`src/core/cei_defines.svh`:
```
// Register offsets, field positions, limits and reset values of the error and interrupt block
`ifndef CEI_DEFINES_SVH
`define CEI_DEFINES_SVH

// Register offsets
`define CEI_TXCNT_ADDR 8'h1C
`define CEI_RXCNT_ADDR 8'h1D
`define CEI_INTE_ADDR 8'h2B
`define CEI_INTF_ADDR 8'h2C
`define CEI_ESTAT_ADDR 8'h2D
`define CEI_STAT_ADDR 8'h3E

// Enable and flag bit positions, shared order
`define CEI_BIT_RX0 0
`define CEI_BIT_RX1 1
`define CEI_BIT_TX0 2
`define CEI_BIT_TX1 3
`define CEI_BIT_TX2 4
`define CEI_BIT_ERR 5
`define CEI_BIT_WAK 6
`define CEI_BIT_MERR 7

// Error status flag positions
`define CEI_EF_ANYWARN 0
`define CEI_EF_RXWARN 1
`define CEI_EF_TXWARN 2
`define CEI_EF_RXPASS 3
`define CEI_EF_TXPASS 4
`define CEI_EF_BUSOFF 5
`define CEI_EF_OVR0 6
`define CEI_EF_OVR1 7

// Pending source code position in the status register
`define CEI_ICODE_LSB 1

// Counter limits and steps
`define CEI_WARN_LIMIT 8'h60
`define CEI_PASSIVE_LIMIT 8'h80
`define CEI_TXCNT_MAX 8'hFF
`define CEI_ERR_STEP 9'h008

// Bus-off recovery sequence
`define CEI_RECESSIVE_RUN 11
`define CEI_RUN_COUNT 128

// Reset values
`define CEI_RESET_BYTE 8'h00

`endif

```
`src/core/cei_pkg.sv`:
```
// Types shared by the error and interrupt block
package cei_pkg;

  typedef enum logic [1:0] {
    ERR_ACTIVE,
    ERR_PASSIVE,
    ERR_BUS_OFF
  } cei_state_t;

  typedef logic [7:0] cei_byte_t;

endpackage

```
`src/core/cei_recovery.sv`:
```
// Bus-off recovery sequence detector: counts runs of consecutive recessive bits
`timescale 1ns/10ps
`include "cei_defines.svh"

module cei_recovery #(
  parameter int unsigned RUN_LEN = `CEI_RECESSIVE_RUN,
  parameter int unsigned RUN_COUNT = `CEI_RUN_COUNT
) (
  input wire logic clk_in,       // System clock
  input wire logic rst_n_in,     // Asynchronous reset, active low
  input wire logic ce_in,        // Clock enable
  input wire logic active_in,    // Device is bus-off
  input wire logic bit_strobe_in, // One pulse per sampled bus bit
  input wire logic recessive_in, // Sampled bit is recessive
  output logic done_out          // Pulse when the sequence is complete
);

  logic [3:0] run_q;
  logic [7:0] occ_q;
  wire run_end = recessive_in && (run_q == 4'(RUN_LEN - 1));
  wire occ_end = run_end && (occ_q == 8'(RUN_COUNT - 1));

  // Runs count cumulatively; a dominant bit only restarts the current run
  always_ff @(posedge clk_in or negedge rst_n_in) begin
    if (!rst_n_in) begin
      run_q <= 4'h0;
      occ_q <= 8'h00;
      done_out <= 1'b0;
    end else if (ce_in) begin
      done_out <= 1'b0;
      if (!active_in) begin
        run_q <= 4'h0;
        occ_q <= 8'h00;
      end else if (bit_strobe_in) begin
        run_q <= (!recessive_in || run_end) ? 4'h0 : run_q + 4'h1;
        occ_q <= occ_end ? 8'h00 : (run_end ? occ_q + 8'h01 : occ_q);
        done_out <= occ_end;
      end
    end
  end

endmodule

```
`src/core/cei_prio.sv`:
```
// Priority encoder giving the pending source code of enabled, pending interrupts
`timescale 1ns/10ps
`include "cei_defines.svh"

module cei_prio (
  input wire logic [7:0] pending_in, // Flags already gated by their enables
  output logic [2:0] code_out        // Code of the top pending source
);

  // Lower code wins; the message error source has no code of its own
  assign code_out =
    pending_in[`CEI_BIT_ERR] ? 3'h1 :
    pending_in[`CEI_BIT_WAK] ? 3'h2 :
    pending_in[`CEI_BIT_TX0] ? 3'h3 :
    pending_in[`CEI_BIT_TX1] ? 3'h4 :
    pending_in[`CEI_BIT_TX2] ? 3'h5 :
    pending_in[`CEI_BIT_RX0] ? 3'h6 :
    pending_in[`CEI_BIT_RX1] ? 3'h7 : 3'h0;

endmodule

```
`src/core/cei_top.sv`:
```
// Error confinement tracking, interrupt flags and register access of the CAN controller
`timescale 1ns/10ps
`include "cei_defines.svh"

// Overview of operation
// - Error-active while both counters stay below 128.
// - Error-passive while either counter is 128 or more and not bus-off.
// - Bus-off when the transmit counter runs past its top; held until recovery.
// - Leave bus-off alone after 128 runs of 11 recessive bits.
// - Combined warning set while either counter is 96 or more.
// - Transmit and receive warning flags follow their own counter against 96.
// - Transmit and receive passive flags follow their own counter against 128.
// - Bus-off flag set at count 255, cleared only by recovery.
// - Overflow flag set on a load into a full buffer; host clears it.
// - Both error counters are readable at their fixed addresses.
// - Eight sources, each with an enable bit and a flag bit.
// - Interrupt output low while any enabled flag is pending.
// - A host clear is refused while its setting condition persists.
// - Host may set flags; an enabled set flag raises the interrupt.
// - Report top pending enabled source other than message error as a 3-bit prioritised code.
// - Code counts only enabled sources and moves on once cleared.
// - Transmit buffer empty sets its flag.
// - Receive buffer loaded after end of frame sets its full flag.
// - Any message error sets the message error flag.
// - Bus activity in sleep with wakeup enabled sets wakeup, leaves to listen-only.
// - Overflow or error state change raises the error interrupt when enabled.
// - Enable and flag registers share one bit order.
module cei_top #(
  parameter int unsigned RUN_LEN = `CEI_RECESSIVE_RUN,
  parameter int unsigned RUN_COUNT = `CEI_RUN_COUNT
) (
  input wire logic SYS_CLK_IN,         // System clock, 200 MHz
  input wire logic RESET_N_IN,         // Asynchronous reset, active low
  input wire logic CLK_EN_IN,          // Clock enable, freezes all state when low
  input wire logic [7:0] REG_ADDR_IN,  // Register address
  input wire logic REG_WR_IN,          // Register write strobe
  input wire logic REG_RD_IN,          // Register read strobe
  input wire logic [7:0] REG_MASK_IN,  // Bit-modify mask, all ones for a plain write
  input wire logic [7:0] REG_WDATA_IN, // Write data
  input wire logic TX_ERR_IN,          // Transmit error, counter up by eight
  input wire logic TX_OK_IN,           // Transmit success, counter down by one
  input wire logic RX_ERR_IN,          // Receive error, counter up by one
  input wire logic RX_ERR8_IN,         // Severe receive error, counter up by eight
  input wire logic RX_OK_IN,           // Receive success, counter down by one
  input wire logic BIT_STROBE_IN,      // One pulse per sampled bus bit
  input wire logic BIT_RECESSIVE_IN,   // Sampled bit is recessive
  input wire logic [2:0] TX_EMPTY_IN,  // Transmit buffer became empty
  input wire logic [1:0] RX_LOADED_IN, // Accepted message completed for a receive buffer
  input wire logic MSG_ERROR_IN,       // Error while sending or receiving a message
  input wire logic SLEEP_IN,           // Device is sleeping
  input wire logic BUS_ACTIVITY_IN,    // Bus activity seen
  output logic [7:0] REG_RDATA_OUT,    // Read data
  output logic REG_RVALID_OUT,         // Read data valid pulse
  output logic INT_N_OUT,              // Interrupt, active low
  output logic [2:0] ICODE_OUT,        // Pending source code
  output logic ERR_PASSIVE_OUT,        // Device is error-passive
  output logic BUS_OFF_OUT,            // Device is bus-off
  output logic WAKE_LISTEN_OUT         // Pulse: leave sleep into listen-only
);

  cei_pkg::cei_state_t state_q;
  cei_pkg::cei_state_t state_d;
  cei_pkg::cei_byte_t txcnt_q;
  cei_pkg::cei_byte_t rxcnt_q;
  cei_pkg::cei_byte_t en_q;
  cei_pkg::cei_byte_t flag_q;
  cei_pkg::cei_byte_t flag_d;
  logic [5:0] status_q;
  logic [1:0] ovr_q;
  logic recov_done;
  logic [2:0] code_d;

  function automatic logic [7:0] merge_bits(input logic [7:0] old_val,
                                            input logic [7:0] mask,
                                            input logic [7:0] data);
    merge_bits = (old_val & ~mask) | (data & mask);
  endfunction

  // Register decode
  wire en_wr = REG_WR_IN && (REG_ADDR_IN == `CEI_INTE_ADDR);
  wire flag_wr = REG_WR_IN && (REG_ADDR_IN == `CEI_INTF_ADDR);
  wire estat_wr = REG_WR_IN && (REG_ADDR_IN == `CEI_ESTAT_ADDR);
  wire [7:0] en_d = en_wr ? merge_bits(en_q, REG_MASK_IN, REG_WDATA_IN) : en_q;
  wire [7:0] flag_merge = merge_bits(flag_q, REG_MASK_IN, REG_WDATA_IN);
  wire [7:0] estat_merge = merge_bits({ovr_q, status_q}, REG_MASK_IN, REG_WDATA_IN);

  // Transmit error counter; bus-off freezes it at the top
  wire in_bus_off = (state_q == cei_pkg::ERR_BUS_OFF);
  wire [8:0] txcnt_up = {1'b0, txcnt_q} + `CEI_ERR_STEP;
  wire txcnt_dec = TX_OK_IN && (txcnt_q != 8'h00);
  wire [8:0] txcnt_sum = TX_ERR_IN ? txcnt_up :
                         (txcnt_dec ? {1'b0, txcnt_q} - 9'h001 : {1'b0, txcnt_q});
  // Count saturates at 255, so reaching it stands for running past it
  wire busoff_hit = !in_bus_off && (txcnt_sum >= {1'b0, `CEI_TXCNT_MAX});
  wire [7:0] txcnt_d = recov_done ? 8'h00 :
                       (in_bus_off || busoff_hit) ? `CEI_TXCNT_MAX : txcnt_sum[7:0];

  // Receive error counter, saturating
  wire rxcnt_inc = RX_ERR_IN || RX_ERR8_IN;
  wire [8:0] rxcnt_up = {1'b0, rxcnt_q} + (RX_ERR8_IN ? `CEI_ERR_STEP : 9'h001);
  wire [7:0] rxcnt_sat = rxcnt_up[8] ? 8'hFF : rxcnt_up[7:0];
  wire rxcnt_dec = RX_OK_IN && (rxcnt_q != 8'h00);
  wire [7:0] rxcnt_d = recov_done ? 8'h00 :
                       in_bus_off ? rxcnt_q :
                       rxcnt_inc ? rxcnt_sat :
                       rxcnt_dec ? rxcnt_q - 8'h01 : rxcnt_q;

  wire pass_d = (txcnt_d >= `CEI_PASSIVE_LIMIT) || (rxcnt_d >= `CEI_PASSIVE_LIMIT);

  always_comb begin
    state_d = state_q;
    case (state_q)
      cei_pkg::ERR_ACTIVE, cei_pkg::ERR_PASSIVE: begin
        if (busoff_hit) begin
          state_d = cei_pkg::ERR_BUS_OFF;
        end else if (pass_d) begin
          state_d = cei_pkg::ERR_PASSIVE;
        end else begin
          state_d = cei_pkg::ERR_ACTIVE;
        end
      end
      cei_pkg::ERR_BUS_OFF: begin
        if (recov_done) begin
          state_d = cei_pkg::ERR_ACTIVE;
        end
      end
      default: state_d = cei_pkg::ERR_ACTIVE;
    endcase
  end

  cei_recovery #(
    .RUN_LEN(RUN_LEN),
    .RUN_COUNT(RUN_COUNT)
  ) u_recovery (
    .clk_in(SYS_CLK_IN),
    .rst_n_in(RESET_N_IN),
    .ce_in(CLK_EN_IN),
    .active_in(in_bus_off),
    .bit_strobe_in(BIT_STROBE_IN),
    .recessive_in(BIT_RECESSIVE_IN),
    .done_out(recov_done)
  );

  // Error status flags derived from the next counter values
  wire tx_war_d = (txcnt_d >= `CEI_WARN_LIMIT);
  wire rx_war_d = (rxcnt_d >= `CEI_WARN_LIMIT);
  wire [5:0] status_d = {
    (state_d == cei_pkg::ERR_BUS_OFF),
    (txcnt_d >= `CEI_PASSIVE_LIMIT),
    (rxcnt_d >= `CEI_PASSIVE_LIMIT),
    tx_war_d,
    rx_war_d,
    tx_war_d || rx_war_d
  };

  // Overflow: hardware sets, host may only clear, set wins
  wire [1:0] full_q = {flag_q[`CEI_BIT_RX1], flag_q[`CEI_BIT_RX0]};
  wire [1:0] ovr_set = RX_LOADED_IN & full_q;
  wire [1:0] ovr_keep = estat_wr ? estat_merge[`CEI_EF_OVR1:`CEI_EF_OVR0] : 2'b11;
  wire [1:0] ovr_d = ovr_set | (ovr_q & ovr_keep);

  // Interrupt sources
  wire wake_evt = SLEEP_IN && BUS_ACTIVITY_IN && en_q[`CEI_BIT_WAK];
  wire err_evt = en_q[`CEI_BIT_ERR] && ((status_d != status_q) || (|ovr_set));
  wire [7:0] set_evt = {
    MSG_ERROR_IN,
    wake_evt,
    err_evt,
    TX_EMPTY_IN,
    RX_LOADED_IN
  };
  // A pending overflow is the persisting cause of the error flag
  wire [7:0] hold = set_evt | ({7'h00, |ovr_q} << `CEI_BIT_ERR);

  genvar gi;
  generate
    for (gi = 0; gi < 8; gi++) begin : g_flag
      // Host writes may set, clear only where no cause persists; set wins
      assign flag_d[gi] = set_evt[gi] |
        (flag_wr ? (flag_merge[gi] | (flag_q[gi] & hold[gi])) : flag_q[gi]);
    end
  endgenerate

  wire [7:0] pend_d = flag_d & en_d;

  cei_prio u_prio (
    .pending_in(pend_d),
    .code_out(code_d)
  );

  // Read multiplexer; unmapped addresses read zero
  wire [7:0] stat_rd = {4'h0, ICODE_OUT, 1'b0} & 8'h0E;
  wire [7:0] rd_mux =
    (REG_ADDR_IN == `CEI_TXCNT_ADDR) ? txcnt_q :
    (REG_ADDR_IN == `CEI_RXCNT_ADDR) ? rxcnt_q :
    (REG_ADDR_IN == `CEI_INTE_ADDR) ? en_q :
    (REG_ADDR_IN == `CEI_INTF_ADDR) ? flag_q :
    (REG_ADDR_IN == `CEI_ESTAT_ADDR) ? {ovr_q, status_q} :
    (REG_ADDR_IN == `CEI_STAT_ADDR) ? stat_rd : `CEI_RESET_BYTE;

  always_ff @(posedge SYS_CLK_IN or negedge RESET_N_IN) begin
    if (!RESET_N_IN) begin
      state_q <= cei_pkg::ERR_ACTIVE;
      txcnt_q <= `CEI_RESET_BYTE;
      rxcnt_q <= `CEI_RESET_BYTE;
      status_q <= 6'h00;
      ovr_q <= 2'b00;
    end else if (CLK_EN_IN) begin
      state_q <= state_d;
      txcnt_q <= txcnt_d;
      rxcnt_q <= rxcnt_d;
      status_q <= status_d;
      ovr_q <= ovr_d;
    end
  end

  always_ff @(posedge SYS_CLK_IN or negedge RESET_N_IN) begin
    if (!RESET_N_IN) begin
      en_q <= `CEI_RESET_BYTE;
      flag_q <= `CEI_RESET_BYTE;
      INT_N_OUT <= 1'b1;
      ICODE_OUT <= 3'h0;
    end else if (CLK_EN_IN) begin
      en_q <= en_d;
      flag_q <= flag_d;
      INT_N_OUT <= ~(|pend_d);
      ICODE_OUT <= code_d;
    end
  end

  always_ff @(posedge SYS_CLK_IN or negedge RESET_N_IN) begin
    if (!RESET_N_IN) begin
      REG_RDATA_OUT <= `CEI_RESET_BYTE;
      REG_RVALID_OUT <= 1'b0;
      ERR_PASSIVE_OUT <= 1'b0;
      BUS_OFF_OUT <= 1'b0;
      WAKE_LISTEN_OUT <= 1'b0;
    end else if (CLK_EN_IN) begin
      REG_RVALID_OUT <= REG_RD_IN;
      if (REG_RD_IN) begin
        REG_RDATA_OUT <= rd_mux;
      end
      ERR_PASSIVE_OUT <= (state_d == cei_pkg::ERR_PASSIVE);
      BUS_OFF_OUT <= (state_d == cei_pkg::ERR_BUS_OFF);
      WAKE_LISTEN_OUT <= wake_evt;
    end
  end
endmodule

```
`config.mk`:
```
export PLATFORM = sky130hd
export DESIGN_NAME = cei_top
export DESIGN_NICKNAME = d
export VERILOG_FILES = /design/src/core/cei_pkg.sv /design/src/core/cei_recovery.sv /design/src/core/cei_prio.sv /design/src/core/cei_top.sv
export VERILOG_INCLUDE_DIRS = /design/src /design/src/core
export SDC_FILE = /design/constraint.sdc
export NUM_CORES = 1
export LEC_CHECK = 0
export ABC_CLOCK_PERIOD_IN_PS = 2670
export BUFFER_PORTS_ARGS = -buffer_cell sky130_fd_sc_hd__clkbuf_2
export CAP_MARGIN = 20
export CORE_MARGIN = 2
export CORE_UTILIZATION = 55
export CTS_BUF_LIST = sky130_fd_sc_hd__clkbuf_4 sky130_fd_sc_hd__clkbuf_8
export DETAILED_ROUTE_END_ITERATION = 7
export GPL_ROUTABILITY_DRIVEN = 0
export HOLD_SLACK_MARGIN = 0.03
export PLACE_DENSITY_LB_ADDON = 0.08
export SLEW_MARGIN = 10
export SYNTH_ARGS = -nofsm -noshare
export SYNTH_HDL_FRONTEND = slang
export SYNTH_SLANG_ARGS = --single-unit
export TNS_END_PERCENT = 1
```
`constraint.sdc`:
```
create_clock -name SYS_CLK_IN -period 2.67 [get_ports SYS_CLK_IN]
set_input_delay 0.1335 -clock SYS_CLK_IN [delete_from_list [all_inputs] [get_ports SYS_CLK_IN]]
set_output_delay 0.1335 -clock SYS_CLK_IN [all_outputs]
set_load 0.01 [all_outputs]
```
==> implementation parameters <==
Parameter                              Value

Power
  Peak ir drop on the vdd network    0.0003752 V
  Part of the power in registers    30.3%
  Switching power share of the total    39.23%
  Areal power density over the cells    766.0 nW/um^2
  Static Leakage    2.767 nW
  Clock group share of total power    21.1%
  Sw power    1.839 mW
  Relative contribution of combinational cells to total power    48.6%
  Internal portion of total power    2.850 mW

Synth
  Post-synth top area share    35.56%
  Synthesized area divided by synthesized cell count    8.460 um^2
  Post-Synthesis Net Count    631
  Asr flop ratio synth    100.0%
  Number of instances in the synthesized netlist    574
  Post-synth EDFFs    0
  Yosys top cell by area    sky130_fd_sc_hd__dfrtp_1
  Most frequent cell after synthesis    sky130_fd_sc_hd__dfrtp_1
  Combined area of all synthesized cells    4856 um^2
  Top_reg_cell synth    sky130_fd_sc_hd__dfrtp_1
  Synth top area cells    sky130_fd_sc_hd__dfrtp_1, sky130_fd_sc_hd__nand2_1, sky130_fd_sc_hd__a21oi_1, sky130_fd_sc_hd__o21ai_0, sky130_fd_sc_hd__nor2_1
  Unique masters post-synth    77
  Post-synthesis sequential element count    70
  Top post-synthesis cells by count    sky130_fd_sc_hd__dfrtp_1, sky130_fd_sc_hd__nand2_1, sky130_fd_sc_hd__nor2_1
  Number of warnings reported in the yosys synthesis log    0
  Sequential fraction of the synthesis area    36.10%

Job
  Number of maximum-capacitance violations    0

STA
  Setup-failing EPs final    8
  Relative max-transition margin    38.42%
  Period utilisation layout    113.3%
  Worst Hold Margin    53.65 ps
  Timing-limited maximum frequency    0.3304 GHz
  Number of endpoints with negative hold slack in the final report    0
  Unrepaired setup endpoints after global routing    true
  Setup clock skew after layout    10.45 ps
  Max Slew Vio Count    0
  Slew of the pin with the lowest slew margin    923.7 ps
  Shortest period the worst path allows    3026 ps
  Final worst setup slack    -356.2 ps

Worst setup path
  Crit. End Element    flop
  Critical path data required time    2920 ps
  Sort of element at the start of the critical path    flop
  Critical path class    flop to flop
  Worst EP arrival    3280 ps
  Biggest fanout along the worst timing path    4
  Internal reg-to-reg setup slack    -360 ps

Detailed routing
  Vias post-DR    5160
  Top routing layer in use    met4
  Post-route DRC violation count    0
  Wire length per cell after detailed routing    17.78 um
  Initial DRC count    498
  WL met3    1.175 mm
  Via/cell ratio    6.378
  Detailed-routed wire length on met2    6.755 mm
  Met1 routed wirelength after detailed routing    6.201 mm
  Number of detailed-routing iterations run before antenna repair    6
  Final antenna-violating net count    0
  Aggregate routed wire length    14.38 mm

Floorplan
  Row cnt    34
  Top Ports    60
  Die outline area    9596 um^2
  Initial Utilization    56.23%
  Standard cell core area    8636 um^2
  Die width    97.96 um
  Height of the chip    97.96 um

Run status
  Violations in the final reports    negative setup slack
  Outcome    finished, violations left

Final layout
  Finished layout cell area    6122 um^2
  Non-filler cells in the finished layout    809
  Diode count    0
  Layout overhead on the synthesized area    26.08%
  Nets    753
  Post-route core utilization    70.89%
  Fraction of layout instances using a drive strength above 1    29.81%

Placement
  Number of instances in the placed design    792
  Placed instance area    5838 um^2
  Buffers added on ports    59
  Half-perimeter wire length after detailed placement    10.52 mm
  Post-place setup slack    -340.3 ps

CTS
  Deepest level of the CTS H-tree    3
  Buffer count from post-CTS setup fixing    0
  Clock Tree Root    sky130_fd_sc_hd__clkbuf_8
  Cts bufs inserted    9
  Clock tree from TritonCTS    done
  Clock-pin slew reported for the worst setup and hold paths after clock tree synthesis    90 ps
  Clock Path Buffers    2
  Clk_lat worst skew    350 ps
  Count of clock tree sinks    70

GRT
  Largest net degree at the start of global routing    71
  Global router's overall resource usage    30.06%
  Via count of the first global-routing pass    4926
  Remaining global-route overflow    0
  Wire length of the first global-routing pass    23.65 mm
  Initial antenna violation count    0

Hold path
  Worst Hold Class    input port to flop
[state kept, by name, summed over array words and instances (netlist names)]
| name | cells |
|---|---|
| REG_RDATA_OUT | 8 |
| en_q | 8 |
| flag_q | 8 |
| rxcnt_q | 8 |
| txcnt_q | 8 |
| u_recovery.occ_q | 8 |
| status_q | 6 |
| u_recovery.run_q | 4 |
| ICODE_OUT | 3 |
| ovr_q | 2 |
| state_q | 2 |
| ERR_PASSIVE_OUT | 1 |
| INT_N_OUT | 1 |
| REG_RVALID_OUT | 1 |
| WAKE_LISTEN_OUT | 1 |
| u_recovery.done_out | 1 |
[worst paths after layout]
path	end	start	depth (start not counted)
max	ICODE_OUT[2]	txcnt_q[1]	11
min	en_q[4]	REG_WDATA_IN[4]	2
max reg2reg	ICODE_OUT[2]	txcnt_q[1]	11
min reg2reg	REG_RDATA_OUT[5]	REG_RDATA_OUT[5]	2
max in group asynchronous	status_q[2]	RESET_N_IN	3
min in group asynchronous	txcnt_q[3]	RESET_N_IN	3
[cell families (layout without fill, tap and decap cells)]
group                      Yosys count  after routing  share of synthesized area, %
muxes                               24             24                         5.308
xor gates and xnor gates             4              4                        0.7216
buffers and inverters               63            190                         5.282
AOI/OAI and AO/OA                  190            190                         27.31
DFF                                 70             70                         36.10
and+or+nand+nor                    210            210                         21.93
adders and majority gates           13             13                         3.350
[per-stage QoR]
step | setup TNS, ps | power, mW
after CTS | -1083 | 4.613
after detailed placement | -1358 | 3.610
after global placement | -799.4 | 3.548
after floorplan | -368.8 | 2.631
after global routing | -3017 | 4.976
final | -1414 | 4.689
[repair_timing]
action,4_1_cts,5_1_grt
gates cloned,0,0
setup endpoints to repair,7,13
endpoints found under the hold margin,9,0
hold buffers,1,0
resized for setup,6,9
pin swaps,2,5
[critical path, cell delays in order, from the launching register on]
cell	delay, ps
sky130_fd_sc_hd__dfrtp_1	390
sky130_fd_sc_hd__inv_2	100
sky130_fd_sc_hd__ha_4	130
sky130_fd_sc_hd__or4b_4	490
sky130_fd_sc_hd__o21a_4	230
sky130_fd_sc_hd__mux2i_1	140
sky130_fd_sc_hd__a32oi_1	80
sky130_fd_sc_hd__nor4_2	370
sky130_fd_sc_hd__or4_1	180
sky130_fd_sc_hd__o311ai_2	120
sky130_fd_sc_hd__o41a_1	420
sky130_fd_sc_hd__o32ai_2	270
[layer usage]
layer  vias up  GRT usage [%]
met5         -              0
met4         0          10.36
met3        27          4.295
met2       273          48.47
met1      2454          41.71
li1       2406              -
[power by group through the flow]
| stage | clock network (mW) | logic [mW] | registers [mW] |
|---|---|---|---|
| after floorplan | 0 | 1.25 | 1.38 |
| after global placement | 0 | 2.13 | 1.42 |
| after detailed placement | 0 | 2.18 | 1.43 |
| after CTS | 0.992 | 2.21 | 1.41 |
| after global routing | 1.04 | 2.49 | 1.44 |
| final | 0.990 | 2.28 | 1.42 |
[final cells by class]
type | instances | area [um^2]
repair buffers | 142 | 937.1
well taps | 108 | 135.1
flip-flops and latches | 70 | 1754
clock inverters | 6 | 93.84
inverters | 32 | 120.1
clock buffers | 10 | 131.4
multi-input cells | 441 | 2950
fillers | 692 | 2514
[cells in the final DEF (no fill, tap or decap), drive strengths merged, types with 6 or more instances in the layout]
master and instances:
dfrtp 69, nand2 65, nand4 10, nand3 19, and3 6, nor3 18, mux2i 10, a311oi 9
a21o 11, a222oi 7, clkbuf 68, o31ai 6, buf 83, o22ai 11, nor4 7, a21oi 42
ha 13, nor2 47, mux2 14, a211oi 12, o21ai 36, inv 33, a31oi 9
(Power assumes the default switching activity.)
